**config.mk**
```make
export PLATFORM = sky130hd
export DESIGN_NAME = board_protect_reset_irq_regs
export DESIGN_NICKNAME = d
export VERILOG_FILES = /design/src/core/board_pkg.sv /design/src/core/board_protect_reset_irq_regs.sv
export VERILOG_INCLUDE_DIRS = /design/src /design/src/core
export SDC_FILE = /design/constraint.sdc
export NUM_CORES = 1
export LEC_CHECK = 0
export ABC_AREA = 1
export BUFFER_PORTS_ARGS = -buffer_cell sky130_fd_sc_hd__buf_2
export CAP_MARGIN = 10
export CORE_MARGIN = 5
export CORE_UTILIZATION = 43
export DETAILED_ROUTE_END_ITERATION = 10
export GPL_ROUTABILITY_DRIVEN = 0
export PLACE_DENSITY = 0.75
export SYNTH_ARGS = -nofsm -noshare
export SYNTH_HDL_FRONTEND = slang
export SYNTH_SLANG_ARGS = --single-unit
```
**constraint.sdc**
```tcl
create_clock -name CORE_CLK_I -period 2.38 [get_ports CORE_CLK_I]
set_input_delay 0.476 -clock CORE_CLK_I [delete_from_list [all_inputs] [get_ports CORE_CLK_I]]
set_output_delay 0.476 -clock CORE_CLK_I [all_outputs]
set_load 0.02 [all_outputs]
```
**src/core/board_regs.svh**
```systemverilog
// register indices, field positions and reset values of the board register group
`ifndef BOARD_REGS_SVH
`define BOARD_REGS_SVH

// --------------------------------------------------------------
// register indices; byte address is four times the index
// --------------------------------------------------------------
`define IDX_SERIAL_CTRL 10'h283
`define IDX_DEV_PROTECT 10'h284
`define IDX_RESET_CAUSE 10'h285
`define IDX_IRQ_ROUTE 10'h286
`define IDX_REAR_IO 10'h287

// --------------------------------------------------------------
// field positions
// --------------------------------------------------------------
`define BIT_SYS_MIRROR 7
`define BIT_SSD 2
`define BIT_EEPROM 1
`define BIT_BOOT 0
`define BIT_COLD 7
`define BIT_PANEL 2
`define BIT_BACKPLANE 1
`define BIT_WATCHDOG 0
`define BIT_UART_EN 7
`define BIT_PFAIL_EN 6
`define BIT_ENUM_EN 5
`define BIT_DERATE_EN 4
`define WD_ROUTE_HI 1
`define WD_ROUTE_LO 0
`define REAR_HI 5
`define REAR_LO 4
`define BIT_SERIAL_A 2

// --------------------------------------------------------------
// reset values and encodings
// --------------------------------------------------------------
`define RST_PROTECT 3'h0
`define RST_CAUSE 3'h0
`define RST_COLD 1'h1
`define RST_UART_EN 1'h1
`define RST_SRC_EN 3'h0
`define RST_WD_ROUTE 2'h0
`define WD_ROUTE_IRQ5 2'h1
`define RESP_OKAY 2'h0
`define RESP_SLVERR 2'h2

`endif

```
**src/core/board_pkg.sv**
```systemverilog
// types shared by the board register group
package board_pkg;
	typedef logic [7:0] reg_byte_t;
	typedef logic [1:0] axi_resp_t;
	typedef logic [1:0] wd_route_t;
	typedef logic [1:0] rear_cfg_t;
	typedef logic [2:0] protect_t;
endpackage : board_pkg

```
**src/core/board_protect_reset_irq_regs.sv**
```systemverilog
// board protect, reset cause, interrupt routing and rear i/o register group
//
// Operation
// - protect bit 7 mirrors active-low system protect
// - ssd protect bit 2 set-only latch
// - eeprom protect bit 1 set-only latch
// - boot flash protect bit 0 set-only latch
// - cold flag set at power-on, write-one clears
// - panel reset flag, write-one clears, resets 0
// - backplane reset flag, write-one clears, resets 0
// - watchdog reset flag, write-one clears, resets 0
// - only power-on reset restores reset cause flags
// - bit 7 enables uart irq3/irq4, resets 1
// - bit 6 routes power fail to irq5
// - bit 5 routes enumeration to irq5
// - bit 4 routes derating to irq5
// - bits 1:0 route watchdog, 01 to irq5
// - status bits 5:4 report rear i/o straps
// - serial a route reset depends on build
// - control bit 2 selects serial a route
`timescale 1ns/1ps
`include "board_regs.svh"

module board_protect_reset_irq_regs #(
	parameter int ADDR_W = 12,
	parameter bit FRONT_IO_BUILD = 1'b0
) (
	input wire logic CORE_CLK_I,
	input wire logic RST_I,
	input wire logic WARM_RST_I,
	input wire logic [ADDR_W-1:0] S_AXI_AWADDR_I,
	input wire logic S_AXI_AWVALID_I,
	output logic S_AXI_AWREADY_O,
	input wire logic [31:0] S_AXI_WDATA_I,
	input wire logic [3:0] S_AXI_WSTRB_I,
	input wire logic S_AXI_WVALID_I,
	output logic S_AXI_WREADY_O,
	output board_pkg::axi_resp_t S_AXI_BRESP_O,
	output logic S_AXI_BVALID_O,
	input wire logic S_AXI_BREADY_I,
	input wire logic [ADDR_W-1:0] S_AXI_ARADDR_I,
	input wire logic S_AXI_ARVALID_I,
	output logic S_AXI_ARREADY_O,
	output logic [31:0] S_AXI_RDATA_O,
	output board_pkg::axi_resp_t S_AXI_RRESP_O,
	output logic S_AXI_RVALID_O,
	input wire logic S_AXI_RREADY_I,
	input wire logic SYS_PROTECT_N_I,
	input wire logic PANEL_RESET_I,
	input wire logic BACKPLANE_RESET_I,
	input wire logic WATCHDOG_RESET_I,
	input wire logic POWER_FAIL_N_I,
	input wire logic ENUM_N_I,
	input wire logic DERATE_N_I,
	input wire board_pkg::rear_cfg_t REAR_IO_CONFIG_I,
	input wire logic UART_IRQ3_I,
	input wire logic UART_IRQ4_I,
	input wire logic WATCHDOG_IRQ_I,
	output logic SSD_PROTECT_O,
	output logic EEPROM_PROTECT_O,
	output logic BOOT_FLASH_PROTECT_O,
	output logic IRQ3_O,
	output logic IRQ4_O,
	output logic IRQ5_O,
	output logic SERIAL_A_ROUTE_O
);
	import board_pkg::*;

	// --------------------------------------------------------------
	// elaboration checks
	// --------------------------------------------------------------
	if (ADDR_W < 12 || ADDR_W > 32) begin : g_bad_addr_w
		$error("ADDR_W must lie in 12..32");
	end

	// --------------------------------------------------------------
	// pin synchronisers
	// --------------------------------------------------------------
	localparam int NSYNC = 10;
	localparam int S_SYSP = 0;
	localparam int S_PANEL = 1;
	localparam int S_BPRST = 2;
	localparam int S_WDRST = 3;
	localparam int S_PFAIL = 4;
	localparam int S_ENUM = 5;
	localparam int S_DERATE = 6;
	localparam int S_REAR0 = 7;
	localparam int S_REAR1 = 8;
	localparam int S_WARM = 9;
	// active-low pins idle high so nothing looks asserted at reset
	localparam logic [NSYNC-1:0] SYNC_RST = 10'h071;

	logic [NSYNC-1:0] pin_raw;
	logic [NSYNC-1:0] sync1_q;
	logic [NSYNC-1:0] sync2_q;

	assign pin_raw = {WARM_RST_I, REAR_IO_CONFIG_I[1], REAR_IO_CONFIG_I[0],
		DERATE_N_I, ENUM_N_I, POWER_FAIL_N_I, WATCHDOG_RESET_I,
		BACKPLANE_RESET_I, PANEL_RESET_I, SYS_PROTECT_N_I};

	for (genvar g = 0; g < NSYNC; g++) begin : g_sync
		always_ff @(posedge CORE_CLK_I or posedge RST_I) begin
			if (RST_I) begin
				sync1_q[g] <= SYNC_RST[g];
				sync2_q[g] <= SYNC_RST[g];
			end else begin
				sync1_q[g] <= pin_raw[g];
				sync2_q[g] <= sync1_q[g];
			end
		end
	end

	wire warm = sync2_q[S_WARM];
	wire sys_protect_mirror = ~sync2_q[S_SYSP];
	wire power_fail_in = ~sync2_q[S_PFAIL];
	wire enum_in = ~sync2_q[S_ENUM];
	wire derate_in = ~sync2_q[S_DERATE];
	wire backplane_reset_in = sync2_q[S_BPRST];
	rear_cfg_t rear_io_config;
	assign rear_io_config = {sync2_q[S_REAR1], sync2_q[S_REAR0]};

	// --------------------------------------------------------------
	// axi write channel
	// --------------------------------------------------------------
	logic aw_full_q;
	logic w_full_q;
	logic awready_q;
	logic wready_q;
	logic bvalid_q;
	axi_resp_t bresp_q;
	logic [ADDR_W-3:0] aw_idx_q;
	reg_byte_t wdata_q;
	logic wstrb0_q;

	wire aw_take = S_AXI_AWVALID_I & awready_q;
	wire w_take = S_AXI_WVALID_I & wready_q;
	wire wr_fire = aw_full_q & w_full_q & ~bvalid_q;
	wire b_done = bvalid_q & S_AXI_BREADY_I;
	wire aw_full_d = aw_take | (aw_full_q & ~wr_fire);
	wire w_full_d = w_take | (w_full_q & ~wr_fire);

	wire hw_sc = aw_idx_q == (ADDR_W-2)'(`IDX_SERIAL_CTRL);
	wire hw_dp = aw_idx_q == (ADDR_W-2)'(`IDX_DEV_PROTECT);
	wire hw_rc = aw_idx_q == (ADDR_W-2)'(`IDX_RESET_CAUSE);
	wire hw_ir = aw_idx_q == (ADDR_W-2)'(`IDX_IRQ_ROUTE);
	wire hw_ro = aw_idx_q == (ADDR_W-2)'(`IDX_REAR_IO);
	wire hw_any = hw_sc | hw_dp | hw_rc | hw_ir | hw_ro;
	// only byte lane 0 carries register bits
	wire wr_ok = wr_fire & wstrb0_q;
	wire wr_sc = wr_ok & hw_sc;
	wire wr_dp = wr_ok & hw_dp;
	wire wr_rc = wr_ok & hw_rc;
	wire wr_ir = wr_ok & hw_ir;
	axi_resp_t wresp;
	assign wresp = hw_any ? `RESP_OKAY : `RESP_SLVERR;

	always_ff @(posedge CORE_CLK_I or posedge RST_I) begin
		if (RST_I) begin
			aw_full_q <= 1'b0;
			w_full_q <= 1'b0;
			awready_q <= 1'b0;
			wready_q <= 1'b0;
		end else begin
			aw_full_q <= aw_full_d;
			w_full_q <= w_full_d;
			awready_q <= ~aw_full_d;
			wready_q <= ~w_full_d;
		end
	end

	always_ff @(posedge CORE_CLK_I or posedge RST_I) begin
		if (RST_I) begin
			aw_idx_q <= '0;
			wdata_q <= 8'h00;
			wstrb0_q <= 1'b0;
		end else begin
			if (aw_take) begin
				aw_idx_q <= S_AXI_AWADDR_I[ADDR_W-1:2];
			end
			if (w_take) begin
				wdata_q <= S_AXI_WDATA_I[7:0];
				wstrb0_q <= S_AXI_WSTRB_I[0];
			end
		end
	end

	always_ff @(posedge CORE_CLK_I or posedge RST_I) begin
		if (RST_I) begin
			bvalid_q <= 1'b0;
			bresp_q <= `RESP_OKAY;
		end else if (wr_fire) begin
			bvalid_q <= 1'b1;
			bresp_q <= wresp;
		end else if (b_done) begin
			bvalid_q <= 1'b0;
		end
	end

	// --------------------------------------------------------------
	// device protect latches
	// --------------------------------------------------------------
	protect_t prot_q;
	protect_t prot_set;
	// writing zero never clears; only power-on reset does
	assign prot_set = wr_dp ? wdata_q[2:0] : 3'h0;

	always_ff @(posedge CORE_CLK_I or posedge RST_I) begin
		if (RST_I) begin
			prot_q <= `RST_PROTECT;
		end else begin
			prot_q <= prot_q | prot_set;
		end
	end

	// --------------------------------------------------------------
	// reset cause flags
	// --------------------------------------------------------------
	logic cold_q;
	logic [2:0] cause_q;
	logic [2:0] cause_set;
	logic [2:0] cause_clr;
	wire cold_clr = wr_rc & wdata_q[`BIT_COLD];

	// sources are levels; the flag sets while held, set beats clear
	assign cause_set = {sync2_q[S_PANEL], backplane_reset_in, sync2_q[S_WDRST]};
	assign cause_clr = wr_rc ? wdata_q[2:0] : 3'h0;

	// warm reset is not wired here so the cause survives it
	always_ff @(posedge CORE_CLK_I or posedge RST_I) begin
		if (RST_I) begin
			cold_q <= `RST_COLD;
			cause_q <= `RST_CAUSE;
		end else begin
			cold_q <= cold_q & ~cold_clr;
			cause_q <= cause_set | (cause_q & ~cause_clr);
		end
	end

	// --------------------------------------------------------------
	// interrupt routing and serial route control
	// --------------------------------------------------------------
	logic uart_irq_enable_q;
	logic [2:0] src_en_q;
	wd_route_t watchdog_irq_route_q;
	logic serial_a_route_q;
	localparam logic SERIAL_RST = FRONT_IO_BUILD;

	always_ff @(posedge CORE_CLK_I or posedge RST_I) begin
		if (RST_I) begin
			uart_irq_enable_q <= `RST_UART_EN;
			src_en_q <= `RST_SRC_EN;
			watchdog_irq_route_q <= `RST_WD_ROUTE;
			serial_a_route_q <= SERIAL_RST;
		end else if (warm) begin
			uart_irq_enable_q <= `RST_UART_EN;
			src_en_q <= `RST_SRC_EN;
			watchdog_irq_route_q <= `RST_WD_ROUTE;
			serial_a_route_q <= SERIAL_RST;
		end else begin
			if (wr_ir) begin
				uart_irq_enable_q <= wdata_q[`BIT_UART_EN];
				src_en_q <= wdata_q[`BIT_PFAIL_EN:`BIT_DERATE_EN];
				watchdog_irq_route_q <= wdata_q[`WD_ROUTE_HI:`WD_ROUTE_LO];
			end
			if (wr_sc) begin
				serial_a_route_q <= wdata_q[`BIT_SERIAL_A];
			end
		end
	end

	wire pfail_en = src_en_q[2];
	wire enum_en = src_en_q[1];
	wire derate_en = src_en_q[0];
	// reserved route codes leave the watchdog unrouted
	wire wd_to_irq5 = (watchdog_irq_route_q == `WD_ROUTE_IRQ5) & WATCHDOG_IRQ_I;
	wire irq5_any = (pfail_en & power_fail_in)
		| (enum_en & enum_in)
		| (derate_en & derate_in)
		| wd_to_irq5;

	logic irq3_q;
	logic irq4_q;
	logic irq5_q;

	always_ff @(posedge CORE_CLK_I or posedge RST_I) begin
		if (RST_I) begin
			irq3_q <= 1'b0;
			irq4_q <= 1'b0;
			irq5_q <= 1'b0;
		end else begin
			irq3_q <= uart_irq_enable_q & UART_IRQ3_I;
			irq4_q <= uart_irq_enable_q & UART_IRQ4_I;
			irq5_q <= irq5_any;
		end
	end

	// --------------------------------------------------------------
	// axi read channel
	// --------------------------------------------------------------
	logic arready_q;
	logic rvalid_q;
	reg_byte_t rdata_q;
	axi_resp_t rresp_q;

	wire ar_take = S_AXI_ARVALID_I & arready_q;
	wire r_done = rvalid_q & S_AXI_RREADY_I;
	wire rvalid_d = ar_take | (rvalid_q & ~r_done);
	wire [ADDR_W-3:0] ar_idx = S_AXI_ARADDR_I[ADDR_W-1:2];
	wire hr_sc = ar_idx == (ADDR_W-2)'(`IDX_SERIAL_CTRL);
	wire hr_dp = ar_idx == (ADDR_W-2)'(`IDX_DEV_PROTECT);
	wire hr_rc = ar_idx == (ADDR_W-2)'(`IDX_RESET_CAUSE);
	wire hr_ir = ar_idx == (ADDR_W-2)'(`IDX_IRQ_ROUTE);
	wire hr_ro = ar_idx == (ADDR_W-2)'(`IDX_REAR_IO);
	wire hr_any = hr_sc | hr_dp | hr_rc | hr_ir | hr_ro;

	reg_byte_t sc_val;
	reg_byte_t dp_val;
	reg_byte_t rc_val;
	reg_byte_t ir_val;
	reg_byte_t ro_val;
	reg_byte_t rd_byte;
	assign sc_val = {5'h00, serial_a_route_q, 2'h0};
	assign dp_val = {sys_protect_mirror, 4'h0, prot_q};
	assign rc_val = {cold_q, 4'h0, cause_q};
	assign ir_val = {uart_irq_enable_q, src_en_q, 2'h0, watchdog_irq_route_q};
	assign ro_val = {2'h0, rear_io_config, 4'h0};
	assign rd_byte = ({8{hr_sc}} & sc_val) | ({8{hr_dp}} & dp_val)
		| ({8{hr_rc}} & rc_val) | ({8{hr_ir}} & ir_val) | ({8{hr_ro}} & ro_val);

	always_ff @(posedge CORE_CLK_I or posedge RST_I) begin
		if (RST_I) begin
			arready_q <= 1'b0;
			rvalid_q <= 1'b0;
			rdata_q <= 8'h00;
			rresp_q <= `RESP_OKAY;
		end else begin
			arready_q <= ~rvalid_d;
			rvalid_q <= rvalid_d;
			if (ar_take) begin
				rdata_q <= rd_byte;
				rresp_q <= hr_any ? `RESP_OKAY : `RESP_SLVERR;
			end
		end
	end

	// --------------------------------------------------------------
	// outputs
	// --------------------------------------------------------------
	assign S_AXI_AWREADY_O = awready_q;
	assign S_AXI_WREADY_O = wready_q;
	assign S_AXI_BVALID_O = bvalid_q;
	assign S_AXI_BRESP_O = bresp_q;
	assign S_AXI_ARREADY_O = arready_q;
	assign S_AXI_RVALID_O = rvalid_q;
	assign S_AXI_RDATA_O = {24'h000000, rdata_q};
	assign S_AXI_RRESP_O = rresp_q;
	assign SSD_PROTECT_O = prot_q[`BIT_SSD];
	assign EEPROM_PROTECT_O = prot_q[`BIT_EEPROM];
	assign BOOT_FLASH_PROTECT_O = prot_q[`BIT_BOOT];
	assign IRQ3_O = irq3_q;
	assign IRQ4_O = irq4_q;
	assign IRQ5_O = irq5_q;
	assign SERIAL_A_ROUTE_O = serial_a_route_q;
endmodule : board_protect_reset_irq_regs

```
==> results of run 1 <==
cell type report:
cell class | count | area (sq um) | share of cell area, %
flip-flops and latches | 71 | 1789 | 48.26
multi-input cells | 211 | 1061 | 28.62
repair buffers | 69 | 360.3 | 9.720
inverters | 46 | 172.7 | 4.657
clock buffers | 12 | 145.1 | 3.915
well taps | 99 | 123.9 | 3.341
clock inverters | 4 | 55.05 | 1.485
worst max path at each step:
stage | endpoint | slack [ns]
final | SERIAL_A_ROUTE_O | 0.97
after global routing | SERIAL_A_ROUTE_O | 0.93
after global placement | rdata_q[0] | 0.90
after floorplan | IRQ3_O | 0.12
after CTS | SERIAL_A_ROUTE_O | 0.95
after detailed placement | rdata_q[1] | 0.85
registers in the layout, indices dropped and copies added (netlist names), 3 cells and up:
| name | cells |
|---|---|
| sync2_q | 4 |
| wdata_q | 7 |
| aw_idx_q | 10 |
| cause_q | 3 |
| prot_q | 3 |
| src_en_q | 3 |
| sync1_q | 10 |
| rdata_q | 7 |
placed cells by master, fill, tap and decap left out, types with 2 or more instances in the layout:
| cell | netlist | final |
|---|---|---|
| nand2_1 | 74 | 74 |
| buf_2 | 1 | 68 |
| dfrtp_1 | 61 | 61 |
| inv_1 | 41 | 40 |
| nor2_1 | 27 | 27 |
| conb_1 | 1 | 27 |
| o21ai_0 | 18 | 18 |
| nand4_1 | 17 | 17 |
| nand3_1 | 11 | 11 |
| clkbuf_8 | 0 | 10 |
| dfstp_2 | 10 | 10 |
| inv_2 | 4 | 5 |
| o21ai_2 | 5 | 5 |
| o21ai_1 | 5 | 5 |
| nor2_2 | 4 | 4 |
| nand2_2 | 3 | 3 |
| nor2_4 | 3 | 3 |
| nand2_4 | 3 | 3 |
| a21o_1 | 3 | 3 |
| a21oi_1 | 3 | 3 |
| nor2_8 | 2 | 2 |
| nand3_4 | 2 | 2 |
| clkbuf_1 | 3 | 2 |
| clkinv_4 | 0 | 2 |
metal layers:
layer,up-vias,wire length (um)
li1,1143,-
met1,991,2714
met2,77,2553
met3,8,502
met4,0,82
met5,-,0
through the flow:
stage	util, %	hold slack (ns)	instance area (sq um)	total power, mW
final	51.39	0.1460	3707	3.394
after global routing	51.39	0.1766	3707	3.644
after CTS	51.39	0.1570	3707	3.438
after detailed placement	48.61	0.3347	3507	2.472
after global placement	48.61	0.3342	3507	2.441
after floorplan	-	0.3312	3261	2.277
cells by family (layout without fill, tap and decap cells):
kind of cell	after synthesis	after routing	share of synthesized area, %
DFF	71	71	56.57
and+or+nand+nor	149	149	23.85
AOI/OAI and AO/OA	35	35	6.487
other	1	27	0.1186
buffers and inverters	79	131	12.97
report_power, final:
part / leakage, nW / switching (mW) / internal (mW)
sequential: 0.853 / 0.135 / 1.46
clock: 0.0968 / 0.437 / 0.517
combinational: 1.06 / 0.589 / 0.253
==> summary.md, run 1 <==
| Metric | Value |
|---|---|
| Hold-fix buffers at CTS | 0 |
| Initial Util | 43.84% |
| Most frequent cell after synthesis | nand2_1 |
| Synth area leaders | dfrtp_1 48%, nand2_1 8.8%, dfstp_2 8.3% |
| Post-place setup slack | 0.8509 ns |
| Slowest CP cell | dfrtp_1 |
| Worst setup margin | 0.9681 ns |
| EDFF count, synth | 0 |
| Crit path depth | 1 |
| PostCTS Resize Cnt | 0 |
| GRT overflow | 0 |
| Top Family by Delay on Critical Path | flip-flops |
| Outcome | finished clean |
| Routed Antenna Nets | 0 |
| Mapped Cells | 335 |
| Yosys warning total | 0 |
| Pin count of the biggest net entering global routing | 51 |
| CP Launch Point | SERIAL_A_ROUTE_O |
| Setup Fix Bufs, Post-CTS | 0 |
| R2R Path Start | S_AXI_BVALID_O |
| ANT cells | 0 |
| Post-layout minimum cycle time | 1.412 ns |
| Yosys top cell area share | 48.26% |
| Vias in the first global route | 2087 |
| Max Buffers Root-to-Sink | 2 |
| WP data arrival | 0.94 ns |
| Most common library cells after synthesis | 74 x nand2_1, 61 x dfrtp_1, 41 x inv_1 |
| Met1 Usage GRT | 17.56% |
| Pwr/cell area | 915.6 mW/mm^2 |
| Clock-pin slew on the worst setup and hold paths | 0.07 ns |
| Fmax achieved | 0.7083 GHz |
| Fin Setup TNS | 0 ns |
| Final setup skew | 0.004690 ns |
| Residual DRC | 0 |
| Die area | 0.009171 sq mm |
| Share of layout cells above drive strength 1 | 29.54% |
| M3 GR Usage | 5.629% |
| Placed insts | 496 |
| CP max stage delay | 0.42 ns |
| CP Launch Type | flop |
| RSZ-0062 raised after global routing | false |
| Critical path endpoint category | output port |
| # rows | 31 |
| Met2 usage | 21.83% |
| Worst-path fanout max | 3 |
| Top FF cell, synth | dfrtp_1 |
| I/O Pins | 128 |
| Final hold viol count | 0 |
| Routed vias/inst | 4.334 |
| Post-synthesis sequential area ratio | 56.57% |
| Routed WL | 5854 um |
| Final Non-Filler Cells | 512 |
| CTS tree | done |
| Crit Path Category | flop to output port |
| Hold Crit Class | input port to asynchronous set/reset pin |
| CP required | 1.90 ns |
| GR Util All Layers | 13.98% |
| Yosys reg bits | 71 |
| Cell variety after synth | 29 |
| Cell Area, Synth | 0.003163 sq mm |
| Max_cap viols | 0 |
| Reg2Reg Depth | 6 |
| Final Max Tran Viols | 0 |
| Drt first pass iters | 4 |
| Die Width | 95.77 um |
| Maximum vdd drop | 0.6474 mV |
| Die Y | 95.77 um |
| Initial antenna violation count | 0 |
| Mean Syn Cell Area | 9.442 sq um |
| Leak pwr | 2.005 nW |
| Final setup viols | 0 |
| Clock buffer count from CTS | 9 |
| Synth async-reset ratio | 100.0% |
| H-tree depth | 3 |
| First-pass GRT wire length | 9604 um |
| FF-to-FF setup slack | 1.11 ns |
| Filler instances | 669 |
| DR iter-0 viols | 135 |
| Most used routing layer | met2 |
| Part of the cycle the worst path needs | 59.32% |
| PortBufs | 68 |
| Post-DP HPWL | 4466 um |
| Root Driver | clkbuf_8 |
| CTS sink count | 71 |
| DR WL/cell | 11.43 um |
| WP buf/inv | 1 |
| Largest area contributor in the netlist | dfrtp_1 |
| Skew-Pair Late Insertion Delay | 0.34 ns |
| Core Area | 0.007214 sq mm |
| Layout Nets | 488 |
| Area grow syn2layout | 17.21% |
| Worst path cell trace | buf_2 |
| Reg2reg end | cause_q[2] |
| Routed via count | 2219 |
Power figures use the tool's default switching activity.
==> run 2: changes to the inputs <==
==> constraint.sdc (replaced) <==
create_clock -name CORE_CLK_I -period 1.25 [get_ports CORE_CLK_I]
set_input_delay 0.25 -clock CORE_CLK_I [delete_from_list [all_inputs] [get_ports CORE_CLK_I]]
set_output_delay 0.25 -clock CORE_CLK_I [all_outputs]
set_load 0.02 [all_outputs]
==> summary.md, run 2 (same netlist as run 1, synthesis figures left out) <==
| Metric | Value |
|---|---|
| # rows | 31 (unchanged) |
| FF+latch area | 0.001789 sq mm (unchanged) |
| Final hold viol count | 0 (unchanged) |
| Setup Fix Bufs, Post-CTS | 0 (unchanged) |
| Part of the cycle the worst path needs | 98.56% |
| Drt first pass iters | 5 (+1) |
| Worst Hold Slack | 0.02175 ns (-0.1242 ns) |
| Internal | 4.062 mW (+82%) |
| Leak pwr | 2.054 nW (+2.4%) |
| Root Driver | clkbuf_8 |
| Fin Setup TNS | 0 ns (unchanged) |
| Share of layout cells above drive strength 1 | 33.26% (+3.7 points) |
| DR WL/cell | 11.74 um (+2.7%) |
| Clock-pin slew on the worst setup and hold paths | 0.08 ns (about the same) |
| Area of the multi-input gates | 0.001086 sq mm (+2.4%) |
| Initial Util | 43.84% (unchanged) |
| Die Y | 95.77 um (unchanged) |
| Crit Path Category | flop to flop |
| Sw frac | 36.25% (+2.1 points) |
| Worst setup margin | 0.01794 ns (-0.9501 ns) |
| Most frequent cells in the layout | 72 x nand2_1, 68 x buf_2, 61 x dfrtp_1 |
| CTS sink count | 71 (unchanged) |
| H-tree depth | 3 (unchanged) |
| ANT cells | 0 (unchanged) |
| Vias in the first global route | 2267 (+8.6%) |
| Post-DP HPWL | 4578 um (+2.5%) |
| Die area | 0.009171 sq mm (unchanged) |
| Layout Nets | 505 (+3.5%) |
| Pwr/cell area | 1645 mW/mm^2 (+80%) |
| GR Util All Layers | 14.50% (+0.52 points) |
| Final setup skew | 0.007538 ns (+0.002848 ns) |
| Hold Crit Class | input port to flop |
| Die Width | 95.77 um (unchanged) |
| Critical path endpoint category | flop |
| Routed vias/inst | 4.490 (+3.6%) |
| Post-layout util | 53.69% (+2.3 points) |
| DR iter-0 viols | 112 (-17%) |
| Routed WL | 6212 um (+6.1%) |
| Residual DRC | 0 (unchanged) |
| Clock share of power | 24.6% (-3.5 points) |
| Top Registers | aw_idx_q: 10 flops, sync1_q: 10 flops |
| Post-layout minimum cycle time | 1.232 ns |
| Outcome | finished clean |
| CP required | 1.48 ns (-0.42 ns) |
| Max Buffers Root-to-Sink | 2 (unchanged) |
| CTS tree | done |
| WP data arrival | 1.46 ns (+0.52 ns) |
| Initial antenna violation count | 0 (unchanged) |
| Psw | 2.309 mW (+99%) |
| Final Max Tran Viols | 0 (unchanged) |
| First-pass GRT wire length | 10050 um (+4.6%) |
| Post-place setup slack | -0.0008347 ns (-0.8517 ns) |
| Most common cell after layout, fill and taps aside | nand2_1 |
| RSZ-0062 raised after global routing | true |
| Seq pwr share | 48.2% (+1.1 points) |
| Pin count of the biggest net entering global routing | 53 (+3.9%) |
| Maximum vdd drop | 1.278 mV (+97%) |
| Fmax achieved | 0.8116 GHz |
| I/O Pins | 128 (unchanged) |
| Worst-path fanout max | 7 (+4) |
| Area grow syn2layout | 22.47% |
| Filler instances | 667 (-0.30%) |
| GRT overflow | 0 (unchanged) |
| Routed Antenna Nets | 0 (unchanged) |
| Clock buffer count from CTS | 9 (unchanged) |
| CP Launch Type | flop |
| Max_cap viols | 0 (unchanged) |
| Comb power frac | 27.3% (+2.5 points) |
| PortBufs | 68 (unchanged) |
| Core Area | 0.007214 sq mm (unchanged) |
| Skew-Pair Late Insertion Delay | 0.34 ns (about the same) |
| Final setup viols | 0 (unchanged) |
| Routed via count | 2375 (+7.0%) |
run 2: cell count changes in the layout (fill, tap and decap cells not counted), moves of 2 or more:
cell / previous run / this run
inv_2: 5 / 9
clkinvlp_4: 1 / 5
clkinv_2: 0 / 4
o21ai_1: 5 / 3
dlygate4sd3_1: 0 / 10
inv_1: 40 / 33
nand2_1: 74 / 72
o21ai_2: 5 / 7
buf_4: 0 / 4
run 2: worst paths after layout:
| kind | startpoint | end | slack [ns] | cells past startpoint |
|---|---|---|---|---|
| worst max-delay path | aw_idx_q[8] | src_en_q[2] | 0.02 | 8 |
| worst min-delay path | REAR_IO_CONFIG_I[1] | sync1_q[8] | 0.02 | 1 |
| worst max register to register | aw_idx_q[8] | src_en_q[2] | 0.02 | 8 |
| worst min register to register | sync1_q[1] | cause_set[2] | 0.35 | 0 |
| max in group asynchronous | RST_I | uart_irq_enable_q | 0.43 | 4 |
| min in group asynchronous | RST_I | aw_idx_q[1] | 0.53 | 4 |
run 2: timing repair:
item                                    CTS  global route
endpoints found under the setup margin    6            17
pin swaps                                 0             8
resized for setup                         1            15
endpoints found under the hold margin    70             0
cloned                                    0             2
hold buffers                             10             0
run 2: power by group through the flow:
stage / Clock (mW) / Sequential, mW / Combinational [mW]
6_report: 1.56 / 3.07 / 1.74
5_1_grt: 1.70 / 3.13 / 1.97
4_1_cts: 1.60 / 3.05 / 1.70
3_5_place_dp: 0 / 3.09 / 1.66
3_3_place_gp: 0 / 3.07 / 1.62
2_1_floorplan: 0 / 3.20 / 1.14
run 2: final cells by class:
| type | instances | share of cell area (%) |
|---|---|---|
| Sequential cell | 71 | 46.19 |
| Timing Repair inverter | 2 | 0.3876 |
| Clock inverter | 6 | 0.9690 |
| Timing Repair Buffer | 84 | 13.18 |
| Tap cell | 99 | 3.198 |
| Inverter | 46 | 4.748 |
| Clock buffer | 10 | 3.295 |
| Multi-Input combinational cell | 211 | 28.04 |
run 2: metal layers:
metal,GRT usage (%),up-vias,part of all wire (%)
met5,0,-,0
met4,7.464,0,2.0
met3,2.893,10,8.1
met2,23.22,95,45
met1,18.65,1093,45
li1,-,1177,-
run 2: worst max-delay path, cell delays in order (launching register included):
cell and delay, ns:
dfrtp_1 0.37, inv_2 0.07, nand2_4 0.07, nor2_4 0.14
nand2_4 0.07, nor2_8 0.14, nand2_4 0.09, nand3_1 0.09
o21ai_2 0.07
run 2: per-stage QoR:
| step | cell area, sq um | power, mW | cells |
|---|---|---|---|
| after floorplan | 3264 | 4.336 | 361 |
| after global placement | 3561 | 4.689 | 501 |
| after detailed placement | 3561 | 4.752 | 501 |
| after CTS | 3829 | 6.362 | 527 |
| after global routing | 3874 | 6.801 | 529 |
| final | 3874 | 6.371 | 529 |
==> run 3: changes to the inputs <==
--- a/config.mk
+++ b/config.mk
@@ -6,11 +6,10 @@
 export SDC_FILE = /design/constraint.sdc
 export NUM_CORES = 1
 export LEC_CHECK = 0
-export ABC_AREA = 1
 export BUFFER_PORTS_ARGS = -buffer_cell sky130_fd_sc_hd__buf_2
 export CAP_MARGIN = 10
 export CORE_MARGIN = 5
-export CORE_UTILIZATION = 43
+export CORE_UTILIZATION = 42
 export DETAILED_ROUTE_END_ITERATION = 10
 export GPL_ROUTABILITY_DRIVEN = 0
 export PLACE_DENSITY = 0.75
==> summary.md, run 3 <==
| Metric | Value |
|---|---|
| Seq pwr share | 48.0% (-0.2 points) |
| Most common library cells after synthesis | 61 x dfrtp_1, 27 x buf_4, 20 x mux2_2 |
| Die area | 0.008601 sq mm (-6.2%) |
| Clock-pin slew on the worst setup and hold paths | 0.07 ns (about the same) |
| Cell variety after synth | 38 (+31%) |
| Top Registers | aw_idx_q: 10 flops, sync1_q: 10 flops |
| Largest area contributor in the netlist | dfrtp_1 |
| Final setup skew | 0.005641 ns (-0.001897 ns) |
| Routed WL | 5792 um (-6.8%) |
| Routed vias/inst | 4.699 (+4.7%) |
| Final setup viols | 18 (+18) |
| Most frequent cells in the layout | 64 x buf_2, 60 x dfrtp_1, 27 x conb_1 |
| Post-synthesis sequential area ratio | 62.23% (+5.7 points) |
| Comb power frac | 24.2% (-3.1 points) |
| Yosys top cell area share | 53.09% (+4.8 points) |
| Root Driver | clkbuf_8 |
| Reg2Reg Depth | 5 (-3) |
| WP buf/inv | 1 (unchanged) |
| Final Max Tran Viols | 0 (unchanged) |
| Vias in the first global route | 1918 (-15%) |
| Pwr/cell area | 1710 mW/mm^2 (+4.0%) |
| ANT cells | 0 (unchanged) |
| Mean Syn Cell Area | 12.67 sq um (+34%) |
| Final hold viol count | 0 (unchanged) |
| Drt first pass iters | 4 (-1) |
| # rows | 30 (-3.2%) |
| CP required | 1.46 ns (-0.02 ns) |
| Maximum vdd drop | 1.134 mV (-11%) |
| Tot Pwr | 6.379 mW (+0.13%) |
| Worst path cell trace | nor4b_4, buf_4, nand4_4, mux2i_1, nor2_1 |
| WP data arrival | 1.61 ns (+0.15 ns) |
| DR iter-0 viols | 95 (-15%) |
| Worst setup margin | -0.1527 ns (-0.1707 ns) |
| Initial Util | 42.79% (-1.0 points) |
| Clock buffer count from CTS | 9 (unchanged) |
| Yosys warning total | 0 (unchanged) |
| First-pass GRT wire length | 9170 um (-8.7%) |
| Post-layout util | 55.53% (+1.8 points) |
| Core Area | 0.006719 sq mm (-6.9%) |
| Die Y | 92.74 um (-3.2%) |
| Internal | 4.561 mW (+12%) |
| Hold Crit Class | input port to flop |
| Synth area leaders | dfrtp_1 53%, dfstp_2 9.1%, mux2_2 7.8% |
| Post-DP HPWL | 4368 um (-4.6%) |
| Worst Hold Slack | 0.02069 ns (-0.001061 ns) |
| Part of the cycle the worst path needs | 112.2% (+14 points) |
| Failing checks | setup timing |
| Mapped Cells | 227 (-32%) |
| PortBufs | 68 (unchanged) |
| Filler instances | 568 (-15%) |
| Residual DRC | 0 (unchanged) |
| Max Buffers Root-to-Sink | 2 (unchanged) |
| Post-placement cell area | 0.003426 sq mm (-3.8%) |
| Most frequent cell after synthesis | dfrtp_1 |
| Most common cell after layout, fill and taps aside | buf_2 |
| Worst-path fanout max | 7 (unchanged) |
| EDFF count, synth | 0 (unchanged) |
| Pin count of the biggest net entering global routing | 58 (+9.4%) |
| Max_cap viols | 0 (unchanged) |
| Area grow syn2layout | 29.77% |
| Outcome | complete, but fails checks |
| Die Width | 92.74 um (-3.2%) |
| Met1 Usage GRT | 16.78% (-1.9 points) |
| Post-layout minimum cycle time | 1.403 ns (+0.1707 ns) |
| Leak pwr | 1.909 nW (-7.1%) |
| RSZ-0062 raised after global routing | true |
| GRT overflow | 0 (unchanged) |
| Top Family by Delay on Critical Path | simple AND/OR/NAND/NOR gates |
| Fmax achieved | 0.7129 GHz (-12%) |
| Yosys reg bits | 71 (unchanged) |
| CP max stage delay | 0.41 ns (+0.04 ns) |
| Psw | 1.818 mW (-21%) |
| Layout Nets | 410 (-19%) |
| Cell Area, Synth | 0.002875 sq mm (-9.1%) |
| M3 GR Usage | 5.280% (+2.4 points) |
| Initial antenna violation count | 0 (unchanged) |
| Met2 usage | 22.48% (-0.74 points) |
| CTS sink count | 71 (unchanged) |
| Crit Path Category | flop to flop |
| DR WL/cell | 13.96 um (+19%) |
| Most used routing layer | met2 |
| Critical path endpoint category | flop |
| Crit path depth | 5 (-3) |
| Clock share of power | 27.8% (+3.2 points) |
| Routed Antenna Nets | 0 (unchanged) |
| Fin area | 0.003731 sq mm (-3.7%) |
| Routed via count | 1950 (-18%) |
| Slowest CP cell | dfrtp_1 |
| Sw frac | 28.51% (-7.7 points) |
| CTS tree | done |
| Share of layout cells above drive strength 1 | 45.67% (+12 points) |
| Top FF cell, synth | dfrtp_1 |
| Synth async-reset ratio | 100.0% (unchanged) |
| I/O Pins | 128 (unchanged) |
| Hold Path Depth | 1 (unchanged) |
| GR Util All Layers | 14.05% (-0.45 points) |
| CP Launch Type | flop |
| Skew-Pair Late Insertion Delay | 0.33 ns (about the same) |
| H-tree depth | 3 (unchanged) |
run 3: what timing repair did:
item / 4_1_cts / 5_1_grt
pin swaps: 13 / 7
hold endpoints to repair: 14 / 2
gates resized for setup: 10 / 4
setup buffers: 1 / 2
setup endpoints to repair: 22 / 21
hold buffers: 3 / 2
run 3: layer usage:
metal	part of all wire, %	wire length (um)
met2	48	2796
met5	0	0
met3	8.4	486
met4	2.2	125
met1	41	2382
run 3: cells by family (layout without fill, tap and decap cells):
kind of cell	count (synthesis)	count (layout)	synth area share [%]
buffers and inverters	43	125	9.181
AO/OA/AOI/OAI	30	30	7.224
AND/OR/NAND/NOR	54	54	10.62
multiplexers	28	28	10.62
other	1	27	0.1304
flip-flops	71	71	62.23
run 3: area by class of cell:
class | instances | area [sq um] | area share, %
multi-input cells | 139 | 968.4 | 25.96
inverters | 12 | 48.80 | 1.308
well taps | 80 | 100.1 | 2.683
flip-flops and latches | 71 | 1790 | 47.99
clock inverters | 3 | 42.54 | 1.140
repair buffers | 97 | 631.9 | 16.93
clock buffers | 13 | 148.9 | 3.991
run 3: stage by stage:
stage	cells	TNS (ns)	setup WS (ns)
2_1_floorplan	253	-1.422	-0.1422
3_3_place_gp	392	-3.350	-0.2862
3_5_place_dp	392	-3.546	-0.3107
4_1_cts	411	-1.971	-0.1639
5_1_grt	415	-3.482	-0.2704
6_report	415	-1.747	-0.1527
run 3: worst paths after layout:
check	startpoint	endpoint	slack, ns
max in group asynchronous	RST_I	sync1_q[6]	0.39
max reg2reg	aw_idx_q[6]	src_en_q[1]	-0.15
min in group asynchronous	RST_I	S_AXI_RVALID_O	0.53
min	WATCHDOG_RESET_I	sync1_q[3]	0.02
max	aw_idx_q[6]	src_en_q[1]	-0.15
min reg2reg	sync1_q[2]	backplane_reset_in	0.35
run 3: power groups by stage:
stage          Combinational, mW  Sequential [mW]  Clock, mW
6_report                    1.54             3.07       1.77
5_1_grt                     1.69             3.14       1.92
4_1_cts                     1.52             3.07       1.82
3_5_place_dp                1.47             3.11          0
3_3_place_gp                1.43             3.07          0
2_1_floorplan              0.860             3.16          0
